### src/tacs_pkg.sv
// Package of constants and types for the thermal alert and critical block
package tacs_pkg;
	// APB register byte offsets
	localparam logic [7:0] OFS_CONFIG = 8'h00;
	localparam logic [7:0] OFS_MODE = 8'h04;
	localparam logic [7:0] OFS_ENHCFG = 8'h08;
	localparam logic [7:0] OFS_STATUS = 8'h0C;
	localparam logic [7:0] OFS_CRIT = 8'h10;
	localparam logic [7:0] OFS_HYST = 8'h14;
	localparam logic [7:0] OFS_LHS = 8'h18;
	localparam logic [7:0] OFS_RHS = 8'h1C;
	localparam logic [7:0] OFS_RLS = 8'h20;
	// Field positions
	localparam int CFG_MASK_BIT = 0;
	localparam int CFG_OVR_BIT = 1;
	localparam int MODE_CMP_BIT = 0;
	localparam int MODE_ACFG_BIT = 1;
	localparam int ENH_USF_BIT = 0;
	localparam int ST_LHIGH = 0;
	localparam int ST_RLOW = 1;
	localparam int ST_RHIGH = 2;
	localparam int ST_REMOTE_CRITICAL_STATUS = 3;
	localparam int ST_FAULT = 4;
	localparam int ST_BUSY = 7;
	// Status bits that can raise the alert output
	localparam logic [7:0] ALERT_BITS = 8'h0F;
	// Status bits that a status read clears
	localparam logic [7:0] CLEAR_BITS = 8'h17;
	// Values after reset
	localparam logic [7:0] CRIT_RST = 8'h55;
	localparam logic [7:0] HYST_RST = 8'h0A;
	localparam logic [7:0] LHS_RST = 8'h46;
	localparam logic [7:0] RHS_RST = 8'h46;
	localparam logic [7:0] RLS_RST = 8'h00;
	// Management bus addresses
	localparam logic [6:0] SLAVE_ADDR = 7'h4C;
	localparam logic [6:0] ARA_ADDR = 7'h0C;
	localparam logic [2:0] LAST_BIT = 3'h7;

	typedef enum logic [2:0] {
		TACS_IDLE = 3'b000,
		TACS_ADDR = 3'b001,
		TACS_ACK = 3'b010,
		TACS_TX = 3'b011,
		TACS_DONE = 3'b100
	} tacs_link_t;

	typedef struct packed {
		logic pready;
		logic pslverr;
		logic [31:0] prdata;
		logic mask;
		logic ovr;
		logic cmp_mode;
		logic alert_cfg;
		logic unsigned_format_select;
		logic [7:0] crit_sp;
		logic [7:0] hyst;
		logic [7:0] local_high_setpoint;
		logic [7:0] rhs;
		logic [7:0] rls;
		logic [7:0] stat;
		logic [2:0] cond;
		logic alert_oe;
		logic critical_temp_output_oe;
		logic sda_oe;
		logic [2:0] scl_s;
		logic [2:0] sda_s;
		tacs_link_t st;
		logic [2:0] bitcnt;
		logic [7:0] shreg;
	} tacs_state_t;
endpackage

### src/tacs_alert.sv
// Alert, critical output and alert-response logic with APB registers
//
// The implementer's own choices: the register offsets and register access over APB.
`timescale 1ns/1ns
`default_nettype none

// Summary of operation
// Compare each conversion against high, critical, low
// Alert asserts only while mask bit clear
// Alert and critical outputs active-low open-drain
// Comparator mode releases alert when condition ends
// Comparator mode bit selects it, clear at reset
// Interrupt mode when comparator bit low
// Status read in interrupt mode sets mask
// Status read clears; next conversion sets again
// Mask set keeps alert released until cleared
// Host reads status then clears mask
// Host issues alert response read, NACK, STOP
// Alerting device acknowledges, sends address, checks bits
// Full address sent: release alert, set mask
// Bit mismatch: stop driving, keep alert, leave mask unchanged
// Answer response only when alert-config bit low
// Mask and alert-config low after reset
// Alert only pulls low, never drives high
// Critical output follows remote critical status bit
// Critical clears at setpoint minus hysteresis
// Critical setpoint locked until override bit set
// Unsigned-format bit selects setpoint coding, wide range; code uses it for critical and remote high setpoints only
// Bus clock input only; data bidirectional
// Fixed slave address 1001100, MSB first
module tacs_alert (
	input wire logic pclk, // System clock
	input wire logic presetn, // Asynchronous reset, active low
	input wire logic psel, // APB select
	input wire logic penable, // APB enable
	input wire logic pwrite, // APB direction
	input wire logic [31:0] paddr, // APB byte address
	input wire logic [31:0] pwdata, // APB write data
	output logic [31:0] prdata, // APB read data
	output logic pready, // APB ready
	output logic pslverr, // APB error on unmapped address
	input wire logic conv_done, // One-cycle pulse at conversion end
	input wire logic [7:0] local_temperature, // Local reading, signed deg C
	input wire logic [8:0] remote_temp, // Remote reading, signed deg C
	input wire logic conv_busy, // Converter busy level
	input wire logic diode_fault, // Remote diode fault level
	input wire logic scl_i, // Bus clock line level
	input wire logic sda_i, // Bus data line level
	output logic sda_o, // Bus data drive value, always low
	output logic sda_oe, // Bus data pull-down enable
	output logic alert_n_o, // Alert drive value, always low
	output logic alert_oe, // Alert pull-down enable
	output logic critical_temp_n_o, // Critical drive value, always low
	output logic critical_temp_oe // Critical pull-down enable
);
	tacs_pkg::tacs_state_t q_r, q_nxt;

	// Setpoint as signed 10-bit, coded signed or unsigned
	function automatic logic signed [9:0] sp_ext(input logic [7:0] sp,
			input logic uns);
		sp_ext = uns ? {2'b00, sp} : {{2{sp[7]}}, sp};
	endfunction

	logic signed [9:0] remote_ext;
	logic signed [9:0] crit_ext;
	logic signed [9:0] crit_low;
	logic acc_done;
	logic [7:0] ofs;
	logic scl_rise, scl_fall, bus_start, bus_stop, line;
	logic [7:0] clr_mask;
	logic [7:0] set_bits;

	always_comb begin
		remote_ext = {remote_temp[8], remote_temp};
		crit_ext = sp_ext(q_r.crit_sp, q_r.unsigned_format_select);
		crit_low = crit_ext - $signed({2'b00, q_r.hyst});
		acc_done = psel && penable && q_r.pready;
		ofs = paddr[7:0];
		scl_rise = q_r.scl_s[1] && !q_r.scl_s[2];
		scl_fall = !q_r.scl_s[1] && q_r.scl_s[2];
		line = q_r.sda_s[1];
		bus_start = q_r.scl_s[1] && q_r.scl_s[2] && !line && q_r.sda_s[2];
		bus_stop = q_r.scl_s[1] && q_r.scl_s[2] && line && !q_r.sda_s[2];
	end

	always_comb begin
		q_nxt = q_r;
		clr_mask = 8'h00;
		set_bits = 8'h00;
		// Two-flop synchronisers for the bus lines
		q_nxt.scl_s = {q_r.scl_s[1:0], scl_i};
		q_nxt.sda_s = {q_r.sda_s[1:0], sda_i};

		// APB: one wait state, effects at the completing edge
		q_nxt.pready = psel && penable && !q_r.pready;
		if (psel && penable && !q_r.pready) begin
			q_nxt.prdata = 32'h0000_0000;
			q_nxt.pslverr = 1'b0;
			case (ofs)
			tacs_pkg::OFS_CONFIG: begin
				q_nxt.prdata[tacs_pkg::CFG_MASK_BIT] = q_r.mask;
				q_nxt.prdata[tacs_pkg::CFG_OVR_BIT] = q_r.ovr;
			end
			tacs_pkg::OFS_MODE: begin
				q_nxt.prdata[tacs_pkg::MODE_CMP_BIT] = q_r.cmp_mode;
				q_nxt.prdata[tacs_pkg::MODE_ACFG_BIT] = q_r.alert_cfg;
			end
			tacs_pkg::OFS_ENHCFG: q_nxt.prdata[tacs_pkg::ENH_USF_BIT] = q_r.unsigned_format_select;
			tacs_pkg::OFS_STATUS: q_nxt.prdata[7:0] = q_r.stat;
			tacs_pkg::OFS_CRIT: q_nxt.prdata[7:0] = q_r.crit_sp;
			tacs_pkg::OFS_HYST: q_nxt.prdata[7:0] = q_r.hyst;
			tacs_pkg::OFS_LHS: q_nxt.prdata[7:0] = q_r.local_high_setpoint;
			tacs_pkg::OFS_RHS: q_nxt.prdata[7:0] = q_r.rhs;
			tacs_pkg::OFS_RLS: q_nxt.prdata[7:0] = q_r.rls;
			default: q_nxt.pslverr = 1'b1;
			endcase
			if (paddr[31:8] != 24'h000000 || paddr[1:0] != 2'b00) begin
				q_nxt.pslverr = 1'b1;
				q_nxt.prdata = 32'h0000_0000;
			end
		end

		if (acc_done && !q_r.pslverr) begin
			if (pwrite) begin
				case (ofs)
				tacs_pkg::OFS_CONFIG: begin
					q_nxt.mask = pwdata[tacs_pkg::CFG_MASK_BIT];
					q_nxt.ovr = pwdata[tacs_pkg::CFG_OVR_BIT];
				end
				tacs_pkg::OFS_MODE: begin
					q_nxt.cmp_mode = pwdata[tacs_pkg::MODE_CMP_BIT];
					q_nxt.alert_cfg = pwdata[tacs_pkg::MODE_ACFG_BIT];
				end
				tacs_pkg::OFS_ENHCFG: q_nxt.unsigned_format_select = pwdata[tacs_pkg::ENH_USF_BIT];
				tacs_pkg::OFS_CRIT: begin
					if (q_r.ovr) begin
						q_nxt.crit_sp = pwdata[7:0];
					end
				end
				tacs_pkg::OFS_HYST: q_nxt.hyst = pwdata[7:0];
				tacs_pkg::OFS_LHS: q_nxt.local_high_setpoint = pwdata[7:0];
				tacs_pkg::OFS_RHS: q_nxt.rhs = pwdata[7:0];
				tacs_pkg::OFS_RLS: q_nxt.rls = pwdata[7:0];
				default: q_nxt.unsigned_format_select = q_r.unsigned_format_select;
				endcase
			end else if (ofs == tacs_pkg::OFS_STATUS) begin
				clr_mask = tacs_pkg::CLEAR_BITS;
				if (!q_r.cmp_mode &&
						|(q_r.stat & tacs_pkg::ALERT_BITS)) begin
					q_nxt.mask = 1'b1;
				end
			end
		end

		// Conversion end: limit checks; a set beats a same-cycle clear
		if (conv_done) begin
			set_bits[tacs_pkg::ST_LHIGH] =
				$signed(local_temperature) > $signed(q_r.local_high_setpoint);
			set_bits[tacs_pkg::ST_RHIGH] =
				remote_ext > sp_ext(q_r.rhs, q_r.unsigned_format_select);
			set_bits[tacs_pkg::ST_RLOW] =
				remote_ext < sp_ext(q_r.rls, 1'b0);
			set_bits[tacs_pkg::ST_FAULT] = diode_fault;
			q_nxt.cond = {set_bits[tacs_pkg::ST_RHIGH],
				set_bits[tacs_pkg::ST_RLOW], set_bits[tacs_pkg::ST_LHIGH]};
		end
		q_nxt.stat = (q_r.stat & ~clr_mask) | set_bits;
		q_nxt.stat[tacs_pkg::ST_BUSY] = conv_busy;
		// Critical status follows its own hysteresis band
		if (conv_done) begin
			if (remote_ext > crit_ext) begin
				q_nxt.stat[tacs_pkg::ST_REMOTE_CRITICAL_STATUS] = 1'b1;
			end else if (remote_ext <= crit_low) begin
				q_nxt.stat[tacs_pkg::ST_REMOTE_CRITICAL_STATUS] = 1'b0;
			end else begin
				q_nxt.stat[tacs_pkg::ST_REMOTE_CRITICAL_STATUS] = q_r.stat[tacs_pkg::ST_REMOTE_CRITICAL_STATUS];
			end
			if (remote_ext > crit_ext) begin
				q_nxt.cond[0] = 1'b1;
			end
		end

		// Alert-response link
		case (q_r.st)
		tacs_pkg::TACS_IDLE: q_nxt.sda_oe = 1'b0;
		tacs_pkg::TACS_ADDR: begin
			if (scl_rise) begin
				q_nxt.shreg = {q_r.shreg[6:0], line};
				q_nxt.bitcnt = q_r.bitcnt + 3'h1;
				if (q_r.bitcnt == tacs_pkg::LAST_BIT) begin
					if ({q_r.shreg[6:0], line} ==
							{tacs_pkg::ARA_ADDR, 1'b1} &&
							q_r.alert_oe && !q_r.alert_cfg) begin
						q_nxt.st = tacs_pkg::TACS_ACK;
					end else begin
						q_nxt.st = tacs_pkg::TACS_IDLE;
					end
				end
			end
		end
		tacs_pkg::TACS_ACK: begin
			if (scl_fall) begin
				if (!q_r.sda_oe) begin
					q_nxt.sda_oe = 1'b1;
				end else begin
					q_nxt.shreg = {tacs_pkg::SLAVE_ADDR, 1'b0};
					q_nxt.sda_oe = !tacs_pkg::SLAVE_ADDR[6];
					q_nxt.bitcnt = 3'h0;
					q_nxt.st = tacs_pkg::TACS_TX;
				end
			end
		end
		tacs_pkg::TACS_TX: begin
			if (scl_rise) begin
				if (line != q_r.shreg[7]) begin
					q_nxt.sda_oe = 1'b0;
					q_nxt.st = tacs_pkg::TACS_IDLE;
				end else if (q_r.bitcnt == tacs_pkg::LAST_BIT) begin
					q_nxt.mask = 1'b1;
					q_nxt.st = tacs_pkg::TACS_DONE;
				end else begin
					q_nxt.bitcnt = q_r.bitcnt + 3'h1;
				end
			end else if (scl_fall) begin
				q_nxt.shreg = {q_r.shreg[6:0], 1'b0};
				q_nxt.sda_oe = !q_r.shreg[6];
			end
		end
		tacs_pkg::TACS_DONE: begin
			if (scl_fall) begin
				q_nxt.sda_oe = 1'b0;
				q_nxt.st = tacs_pkg::TACS_IDLE;
			end
		end
		default: q_nxt.st = tacs_pkg::TACS_IDLE;
		endcase
		if (bus_start) begin
			q_nxt.st = tacs_pkg::TACS_ADDR;
			q_nxt.bitcnt = 3'h0;
			q_nxt.sda_oe = 1'b0;
		end else if (bus_stop) begin
			q_nxt.st = tacs_pkg::TACS_IDLE;
			q_nxt.sda_oe = 1'b0;
		end

		// Alert pull-down
		if (q_nxt.mask) begin
			q_nxt.alert_oe = 1'b0;
		end else if (q_nxt.cmp_mode) begin
			q_nxt.alert_oe = |q_nxt.cond;
		end else begin
			q_nxt.alert_oe = |(q_nxt.stat & tacs_pkg::ALERT_BITS);
		end
		q_nxt.critical_temp_output_oe = q_nxt.stat[tacs_pkg::ST_REMOTE_CRITICAL_STATUS];
	end

	always_ff @(posedge pclk or negedge presetn) begin
		if (!presetn) begin
			q_r <= '{pready: 1'b0, pslverr: 1'b0, prdata: 32'h0000_0000,
				mask: 1'b0, ovr: 1'b0, cmp_mode: 1'b0, alert_cfg: 1'b0,
				unsigned_format_select: 1'b0, crit_sp: tacs_pkg::CRIT_RST,
				hyst: tacs_pkg::HYST_RST, local_high_setpoint: tacs_pkg::LHS_RST,
				rhs: tacs_pkg::RHS_RST, rls: tacs_pkg::RLS_RST,
				stat: 8'h00, cond: 3'h0, alert_oe: 1'b0, critical_temp_output_oe: 1'b0,
				sda_oe: 1'b0, scl_s: 3'h7, sda_s: 3'h7,
				st: tacs_pkg::TACS_IDLE, bitcnt: 3'h0,
				shreg: 8'h00};
		end else begin
			q_r <= q_nxt;
		end
	end

	// Open-drain pins: value fixed low, only the enables move
	assign prdata = q_r.prdata;
	assign pready = q_r.pready;
	assign pslverr = q_r.pslverr;
	assign sda_o = 1'b0;
	assign sda_oe = q_r.sda_oe;
	assign alert_n_o = 1'b0;
	assign alert_oe = q_r.alert_oe;
	assign critical_temp_n_o = 1'b0;
	assign critical_temp_oe = q_r.critical_temp_output_oe;
endmodule // tacs_alert

`default_nettype wire

### config.mk
export PLATFORM = sky130hd
export DESIGN_NAME = tacs_alert
export DESIGN_NICKNAME = d
export VERILOG_FILES = /design/src/tacs_pkg.sv /design/src/tacs_alert.sv
export SDC_FILE = /design/constraint.sdc
export NUM_CORES = 1
export LEC_CHECK = 0
export BUFFER_PORTS_ARGS = -buffer_cell sky130_fd_sc_hd__buf_4
export CAP_MARGIN = 30
export CORE_ASPECT_RATIO = 0.7
export CORE_MARGIN = 8
export CORE_UTILIZATION = 45
export CTS_BUF_LIST = sky130_fd_sc_hd__clkbuf_8
export CTS_CLUSTER_SIZE = 28
export DETAILED_ROUTE_END_ITERATION = 8
export GPL_TIMING_DRIVEN = 0
export PLACE_DENSITY = 0.67
export SYNTH_ARGS = -nofsm -noshare
export SYNTH_HDL_FRONTEND = slang
export SYNTH_SLANG_ARGS = --single-unit
### constraint.sdc
create_clock -name pclk -period 4.7 [get_ports pclk]
set_input_delay 0.705 -clock pclk [delete_from_list [all_inputs] [get_ports pclk]]
set_output_delay 0.705 -clock pclk [all_outputs]
set_load 0.005 [all_outputs]
==> results of run 1 <==
[power by group through the flow]
stage          clock [mW]  sequential, mW  combinational [mW]
2_1_floorplan           0           0.831               0.161
3_3_place_gp            0           0.841               0.260
3_5_place_dp            0           0.842               0.275
4_1_cts             0.617           0.829               0.275
5_1_grt             0.643           0.836               0.311
6_report            0.605           0.829               0.276
[registers in the layout, indices dropped and copies added (netlist names)]
signal,count
pslverr,1
line,1
prdata,8
pready,1
q_nxt,3
q_r,70
sda_oe,1
alert_oe,1
[placed cells by master (no fill, tap or decap), types with 10 or more instances in the layout]
master and count:
a21oi_1 21, nand3_1 14, inv_1 60, dfrtp_1 68, o21ai_0 49, clkbuf_8 10, nand2_1 69, conb_1 27
nor2_1 34, a22oi_1 19, dfstp_2 18, mux2_2 23, buf_4 112, nand2b_1 11, ha_1 57
[metrics by stage]
| step | std cells | cell area, um^2 | total power [mW] | utilization (%) |
|---|---|---|---|---|
| 5_1_grt | 908 | 6980 | 1.79 | 55.6 |
| 4_1_cts | 908 | 6980 | 1.72 | 55.6 |
| 3_5_place_dp | 892 | 6750 | 1.12 | 53.7 |
| 3_3_place_gp | 891 | 6720 | 1.10 | 53.5 |
| 2_1_floorplan | 652 | 5940 | 0.992 | - |
| 6_report | 908 | 6980 | 1.71 | 55.6 |
[worst max-delay path by stage]
| stage | startpoint | to |
|---|---|---|
| 2_1_floorplan | q_r[66] | alert_oe |
| 3_3_place_gp | q_r[59] | alert_oe |
| 3_5_place_dp | q_r[59] | alert_oe |
| 4_1_cts | q_r[59] | alert_oe |
| 5_1_grt | q_r[59] | alert_oe |
| 6_report | q_r[59] | alert_oe |
[synth_stat cells, types with 6 or more instances]
cell type  count
mux2i_1        8
nand2_1       69
nor4_1         9
ha_1          57
dfstp_2       18
buf_4         35
mux2_2        23
inv_1         60
a21o_1         7
nand4_1        8
nor2_1        34
o21ai_0       49
nor2b_1        6
a21oi_1       21
a22oi_1       19
clkbuf_1       9
dfrtp_1       68
nand2b_1      11
nand3_1       14
[metal layers]
layer	vias up	wire length [um]
li1	2394	-
met1	2358	7590
met2	117	7270
met3	17	1040
met4	2	182
met5	-	8
[layout make-up]
cell class	instances	area (um^2)
multi-input cells	457	3200
plain buffers	49	334
clock buffers	10	138
fillers	1146	5570
inverters	60	225
repair buffers	78	606
well taps	162	203
flip-flops and latches	86	2170
clock inverters	6	92.6
[cells by family after synthesis]
family	Yosys count
DFF	86
AOI/OAI and AO/OA	147
xor gates and xnor gates	8
and+or+nand+nor	185
adders and majority gates	59
buffers and inverters	109
muxes	31
other	1
==> impl_metrics.csv, run 1 <==
group,metric,value,unit
cells_and_area,insertedDiodeCount,0,
logic_synthesis,synth.area.top_cells,"dfrtp_1, ha_1, dfstp_2",
logic_synthesis,synth_top_family_by_area,"simple AND/OR/NAND/NOR gates",
power_and_ir_drop,internal_power,1.24,mW
sta,final.setup.tns,0,ps
logic_synthesis,syn_inst,626,
sta,min_period,4250,ps
logic_synthesis,netlist.top_cell.by_area,"dfrtp_1",
worst_setup_path,reg2reg_from,"q_r[59]",
detailed_routing,drtPass1Iterations,5,
logic_synthesis,netlist-cell-type-count,69,
cells_and_area,finalNetCount,890,
clock_network,cts.clk_slew.worst_paths,100,ps
placement,port_buffers,77,
sta,slew_headroom,58.5,%
worst_setup_path,cp.depth,16,
power_and_ir_drop,power_frac_seq,48.5,%
sta,holdWs,211,ps
worst_setup_path,crit_path_start_kind,"flip-flop",
worst_setup_path,path_cells,"inv_1, ha_1, nor2b_1, o21ai_0, a21oi_1, o21ai_0, nand2b_1, a31oi_1, o21ai_0, ha_1, nand4_1, or3_1, o211a_1, o32ai_1, and4b_1, a211oi_1",
global_routing,grt_util_all_layers,18.9,%
sta,setup_slack,454,ps
power_and_ir_drop,switchingPower,0.475,mW
logic_synthesis,synth_edf_count,0,
sta,final_hold_viol_count,0,
worst_setup_path,crit_slowest_cell,"dfstp_2",
placement,place_ws,532,ps
worst_setup_path,crit_arrival,4520,ps
power_and_ir_drop,p_leak,3.47,nW
global_routing,grt_pass1_vias,4974,
detailed_routing,drt-initial-drc-count,377,
detailed_routing,vias_per_cell,5.38,
cells_and_area,areaGrowthSynthToFinish,19.5,%
power_and_ir_drop,power_switching_share,27.8,%
global_routing,use_met1,25.6,%
detailed_routing,vias,4888,
power_and_ir_drop,pwr-share-comb,16.1,%
worst_setup_path,critPathCaptureType,"flip-flop",
logic_synthesis,yosys.area_share.xor_xnor,1.20,%
job,cap_violations,0,
logic_synthesis,synthArstFlopShare,100,%
floorplan,die_w,152,um
worst_setup_path,worst-path-buf-inv,1,
global_routing,antenna_found_initial,1,
power_and_ir_drop,power_density,245,nW/um^2
clock_network,cts.sink_count,86,
floorplan,num_rows,34,
cells_and_area,drive_gt1_share,25.9,%
clock_network,post-cts-setup-buffers,0,
floorplan,coreArea,12500,um^2
floorplan,start_util,46.5,%
global_routing,grt_pass1_wl,25800,um
global_routing,grt_max_degree,67,
logic_synthesis,yosys.area.top_type_share,29.1,%
sta,period_share,90.3,%
logic_synthesis,yosys.area_share.adder,12.7,%
clock_network,ctsResizeCount,0,
sta,rsz0062_at_grt,"false",
worst_setup_path,r2r_end,"alert_oe",
detailed_routing,ant_nets,0,
floorplan,dieArea,16900,um^2
logic_synthesis,synth-compound-area-share,16.2,%
worst_setup_path,critPathMaxFanout,5,
placement,hpwlAfterDp,13100,um
logic_synthesis,yosys_most_used_dff,"dfrtp_1",
worst_setup_path,worst_r2r_path_depth,16,
detailed_routing,wire_per_inst,17.7,um
placement,gp_congestion,0.898,
worst_setup_path,crit_top_cell,"o21ai_0",
clock_network,clk_latency,370,ps
worst_setup_path,regToRegSetupSlack,450,ps
logic_synthesis,synthMuxAreaShare,5.81,%
sta,fmax,236,MHz
outcome,outcome,"finished, final reports clean",
worst_setup_path,slowest_delay,590,ps
logic_synthesis,avgSynthCellArea,9.33,um^2
detailed_routing,wl,16100,um
worst_hold_path,holdCritPathClass,"input pin to asynchronous set/reset pin",
logic_synthesis,yosys_warnings,0,
global_routing,met2_usage,29.8,%
clock_network,cts_tree,"yes",
logic_synthesis,synth-simple-area-share,17.2,%
sta,setup-violations-final,0,
clock_network,cts_max_path_buffers,2,
power_and_ir_drop,ir_drop,0.202,mV
sta,fin_worst_skew,12.4,ps
global_routing,grt_util_met3,4.83,%
global_routing,globalRoute.totalOverflow,0,
logic_synthesis,ys_seq_area_share,37.2,%
power_and_ir_drop,clkPwrFrac,35.4,%
clock_network,clockRootBuffer,"clkbuf_8",
detailed_routing,drcViolationCount,0,
clock_network,cts_inserted_buffers,9,
logic_synthesis,synth_area,5840,um^2
floorplan,io_pins,131,
floorplan,die_h,111,um
worst_setup_path,crit_family,"compound AO/OA/AOI/OAI gates",
worst_setup_path,crit_type,"flip-flop to flip-flop",
clock_network,cts_htree_levels,3,
sta,worst_pin_slew,619,ps
clock_network,cts_hold_buf,0,
worst_setup_path,required,4980,ps
logic_synthesis,ys_ff_latch,86,
sta,final-max-slew-violation-count,0,
global_routing,busiest_layer,"met2",
Note: power is estimated with default switching activity, not from simulation.
==> run 2, diff against run 1 <==
--- a/config.mk
+++ b/config.mk
@@ -8,3 +8,2 @@
 export BUFFER_PORTS_ARGS = -buffer_cell sky130_fd_sc_hd__buf_4
-export CAP_MARGIN = 30
 export CORE_ASPECT_RATIO = 0.7
--- a/constraint.sdc
+++ b/constraint.sdc
@@ -3,2 +3,2 @@
 set_output_delay 0.705 -clock pclk [all_outputs]
-set_load 0.005 [all_outputs]
+set_load 0.01 [all_outputs]
==> impl_metrics.csv, run 2 (synthesis results as in run 1) <==
group,metric,value,unit
outcome,outcome,"finished, final reports clean",
sta,fin_worst_skew,15.9,ps
worst_setup_path,crit_arrival,4480,ps
sta,worst_pin_slew,1120,ps
power_and_ir_drop,clkPwrFrac,29.7,%
cells_and_area,drive_gt1_share,25.8,%
cells_and_area,top_register,"q_r",
placement,hpwlAfterDp,13100,um
clock_network,cts.clk_slew.worst_paths,80,ps
sta,setup-violations-final,0,
power_and_ir_drop,switchingPower,0.472,mW
global_routing,grt_util_all_layers,18.9,%
global_routing,globalRoute.totalOverflow,0,
global_routing,grt_pass1_wl,25900,um
sta,min_period,4210,ps
clock_network,cts_inserted_buffers,9,
worst_setup_path,path_cells,"inv_1, ha_1, nor2b_1, o21ai_0, a21oi_1, o21ai_0, nand2b_1, a31oi_1, o21ai_0, ha_1, nand4_1, or3_1, o211a_1, o32ai_1, and4b_1, a211oi_1",
clock_network,post-cts-setup-buffers,0,
cells_and_area,multi_input_area,3200,um^2
cells_and_area,areaGrowthSynthToFinish,18.0,%
worst_hold_path,min_from,"q_nxt[18]",
placement,port_buffers,77,
clock_network,cts_tree,"yes",
worst_setup_path,reg2reg_from,"q_r[59]",
cells_and_area,largest_reg_flops,70,
placement,placed_cell_area,6720,um^2
placement,gp_congestion,0.898,
global_routing,grt_pass1_vias,4920,
sta,final.setup.tns,0,ps
sta,slew_headroom,25.6,%
clock_network,cts_max_path_buffers,2,
worst_setup_path,slowest_delay,580,ps
sta,period_share,89.7,%
power_and_ir_drop,pwr-share-comb,17.7,%
worst_setup_path,critPathMaxFanout,5,
power_and_ir_drop,power_density,229,nW/um^2
job,cap_violations,0,
power_and_ir_drop,internal_power,1.11,mW
detailed_routing,wire_per_inst,17.7,um
power_and_ir_drop,p_leak,3.42,nW
cells_and_area,layout_commonest_cell,"buf_4",
power_and_ir_drop,power_frac_seq,52.6,%
floorplan,start_util,46.5,%
cells_and_area,insertedDiodeCount,0,
clock_network,cts_htree_levels,3,
worst_hold_path,holdCritPathClass,"flip-flop to flip-flop",
clock_network,ctsResizeCount,0,
worst_setup_path,crit_top_cell,"o21ai_0",
power_and_ir_drop,ir_drop,0.198,mV
clock_network,clk_latency,360,ps
detailed_routing,ant_nets,0,
worst_setup_path,worst-path-buf-inv,1,
clock_network,clockRootBuffer,"clkbuf_8",
sta,fmax,237,MHz
floorplan,die_h,111,um
detailed_routing,vias,4891,
cells_and_area,fillers,1187,
cells_and_area,finalNetCount,889,
worst_setup_path,crit_slowest_cell,"dfstp_2",
global_routing,grt_max_degree,87,
clock_network,cts_hold_buf,0,
sta,rsz0062_at_grt,"false",
floorplan,coreArea,12500,um^2
worst_setup_path,crit_type,"flip-flop to flip-flop",
worst_setup_path,crit_family,"compound AO/OA/AOI/OAI gates",
worst_setup_path,crit_path_start_kind,"flip-flop",
detailed_routing,drcViolationCount,0,
floorplan,num_rows,34,
worst_setup_path,critPathCaptureType,"flip-flop",
power_and_ir_drop,power_switching_share,29.9,%
floorplan,dieArea,16900,um^2
global_routing,antenna_found_initial,1,
cells_and_area,mostFrequentLayoutCells,"buf_4, nand2_1, dfrtp_1",
detailed_routing,drtPass1Iterations,5,
cells_and_area,regArea,2170,um^2
clock_network,cts.sink_count,86,
detailed_routing,vias_per_cell,5.39,
floorplan,io_pins,131,
detailed_routing,wl,16100,um
sta,final_hold_viol_count,0,
detailed_routing,drt-initial-drc-count,309,
worst_setup_path,required,4970,ps
worst_setup_path,startpoint,"q_r[59]",
floorplan,die_w,152,um
sta,final-max-slew-violation-count,0,
cells_and_area,fin_area,6890,um^2
[run 2: final timing paths]
path / end / slack (ps) / cells past startpoint
setup / recovery: alert_oe / 490 / 16
hold / removal: q_nxt[19] / 360 / 0
setup reg to reg: alert_oe / 490 / 16
hold reg to reg: q_nxt[19] / 360 / 0
max in group asynchronous: q_r[67] / 3420 / 1
min in group asynchronous: q_r[64] / 510 / 1
[run 2: worst register-to-register path: stages (launching register included)]
cell	delay, ps
dfstp_2	580
inv_1	50
ha_1	280
nor2b_1	130
o21ai_0	340
a21oi_1	160
o21ai_0	170
nand2b_1	100
a31oi_1	350
o21ai_0	180
ha_1	380
nand4_1	100
or3_1	360
o211a_1	250
o32ai_1	250
and4b_1	250
a211oi_1	190
[run 2: area by class of cell]
cell class | count | area share (%)
Clock inverter | 7 | 0.726
Buffer | 49 | 4.85
Sequential cell | 86 | 31.6
Inverter | 60 | 3.27
Tap cell | 162 | 2.94
Multi-Input combinational cell | 457 | 46.5
Clock buffer | 9 | 1.80
Timing Repair Buffer | 77 | 8.39
[run 2: power by group through the flow]
stage	clock network [mW]	registers, mW	logic, mW
after floorplan	0	0.831	0.166
after global placement	0	0.841	0.266
after detailed placement	0	0.843	0.279
after CTS	0.485	0.830	0.279
after global routing	0.513	0.836	0.314
final	0.469	0.831	0.280
[run 2: through the flow]
stage          hold slack, ps  power (mW)  util [%]  std cells  setup slack (ps)
2_1_floorplan             345       0.997         -        652              1270
3_3_place_gp              346        1.11      53.5        891               635
3_5_place_dp              349        1.12      53.5        891               594
4_1_cts                   362        1.59      54.9        907               552
5_1_grt                   367        1.66      54.9        907               290
6_report                  360        1.58      54.9        907               486
[run 2: routing by layer]
metal / up-vias / wire length (um) / GRT usage (%)
li1: 2387 / - / -
met4: 2 / 177 / 4.25
met5: - / 8 / 0
met2: 144 / 7130 / 29.1
met1: 2343 / 7700 / 25.8
met3: 15 / 1050 / 5.41
==> run 3, diff against run 2 <==
Clock period 4.7 ns to 4.2 ns, I/O delays scaled along.
==> impl_metrics.csv, run 3 (synthesis results as in run 1) <==
group,metric,value,unit
clock_network,cts_inserted_buffers,9,
sta,fmax,250,MHz
global_routing,grt_util_all_layers,18.9,%
floorplan,die_h,111,um
global_routing,antenna_found_initial,1,
cells_and_area,insertedDiodeCount,0,
cells_and_area,layout_commonest_cell,"buf_4",
detailed_routing,drt-initial-drc-count,335,
global_routing,grt_pass1_vias,4920,
sta,period_share,95.2,%
worst_setup_path,crit_path_start_kind,"flip-flop",
global_routing,grt_pass1_wl,25900,um
floorplan,dieArea,16900,um^2
clock_network,clk_latency,360,ps
placement,gp_congestion,0.898,
floorplan,start_util,46.5,%
sta,slew_headroom,26.0,%
sta,holdWs,360,ps
floorplan,coreArea,12500,um^2
clock_network,cts_hold_buf,0,
clock_network,cts.clk_slew.worst_paths,80,ps
sta,final_hold_viol_count,0,
clock_network,cts_htree_levels,3,
cells_and_area,mostFrequentLayoutCells,"buf_4, nand2_1, dfrtp_1",
cells_and_area,drive_gt1_share,25.9,%
sta,min_period,4000,ps
worst_setup_path,crit_arrival,4260,ps
worst_setup_path,critPathMaxFanout,5,
clock_network,cts_max_path_buffers,2,
outcome,outcome,"finished, final reports clean",
power_and_ir_drop,ir_drop,0.222,mV
placement,hpwlAfterDp,13100,um
floorplan,die_w,152,um
clock_network,cts.sink_count,86,
worst_setup_path,critPathCaptureType,"flip-flop",
global_routing,grt_max_degree,87,
clock_network,cts_tree,"yes",
cells_and_area,largest_reg_flops,70,
placement,placed_cell_area,6720,um^2
clock_network,clockRootBuffer,"clkbuf_8",
worst_setup_path,required,4470,ps
sta,setup-violations-final,0,
cells_and_area,finalNetCount,889,
detailed_routing,drcViolationCount,0,
job,cap_violations,0,
detailed_routing,wire_per_inst,17.7,um
cells_and_area,fin_area,6900,um^2
detailed_routing,drtPass1Iterations,5,
worst_setup_path,crit_type,"flip-flop to flip-flop",
worst_hold_path,holdCritPathClass,"flip-flop to flip-flop",
detailed_routing,vias,4920,
sta,final-max-slew-violation-count,0,
detailed_routing,ant_nets,0,
cells_and_area,top_register,"q_r",
sta,final.setup.tns,0,ps
detailed_routing,vias_per_cell,5.42,
power_and_ir_drop,power_density,256,nW/um^2
global_routing,globalRoute.totalOverflow,0,
power_and_ir_drop,p_leak,3.43,nW
sta,worst_pin_slew,1110,ps
cells_and_area,areaGrowthSynthToFinish,18.1,%
sta,rsz0062_at_grt,"false",
sta,fin_worst_skew,14.0,ps
floorplan,io_pins,131,
placement,port_buffers,77,
floorplan,num_rows,34,
detailed_routing,wl,16100,um
[run 3: report_power, final]
part | total, mW | switching, mW | internal [mW]
Clock | 0.524 | 0.308 | 0.216
Sequential | 0.930 | 0.0455 | 0.885
Combinational | 0.315 | 0.174 | 0.141
[run 3: what timing repair did]
item	4_1_cts	5_1_grt
gates resized for setup	0	3
setup buffers	0	0
endpoints found under the setup margin	0	1
[run 3: worst max-delay path, stage by stage (launching register included)]
cell and delay (ps):
dfstp_2 590, inv_1 50, ha_1 280, nor2b_1 140
o21ai_1 240, a21oi_1 140, o21ai_0 170, nand2b_1 100
a31oi_1 340, o21ai_0 170, ha_1 390, nand4_1 100
or3_1 360, o211a_1 250, o32ai_2 170, and4b_1 240
a211oi_1 190
[run 3: worst paths after layout]
| check | cells after the start | to | slack (ps) | startpoint |
|---|---|---|---|---|
| worst min register to register | 0 | q_nxt[19] | 360 | q_nxt[18] |
| max in group asynchronous | 1 | q_r[67] | 3000 | presetn |
| worst max-delay path | 16 | alert_oe | 200 | q_r[59] |
| min in group asynchronous | 1 | q_r[64] | 440 | presetn |
| worst max register to register | 16 | alert_oe | 200 | q_r[59] |
| worst min-delay path | 0 | q_nxt[19] | 360 | q_nxt[18] |
[run 3: area by class of cell]
type                       instances  area (um^2)
fill                            1184         5650
multi-input combinational        457         3210
sequential                        86         2170
timing repair buffer              77          578
buffer                            49          334
inverter                          60          225
tap                              162          203
clock buffer                       9          124
clock inverter                     7         50.0
[run 3: metal layers]
metal / global-route usage (%) / wire (um)
met5: 0 / 8
met4: 4.25 / 176
met3: 5.41 / 1110
met2: 29.1 / 7160
met1: 25.8 / 7620
[run 3: per-stage QoR]
step	power, mW	std cells	setup slack (ps)	utilization, %
after detailed placement	1.26	891	94.1	53.5
final	1.77	907	203	55.0
after floorplan	1.12	652	772	-
after CTS	1.78	907	51.9	54.9
after global routing	1.86	907	16.5	55.0
after global placement	1.24	891	135	53.5
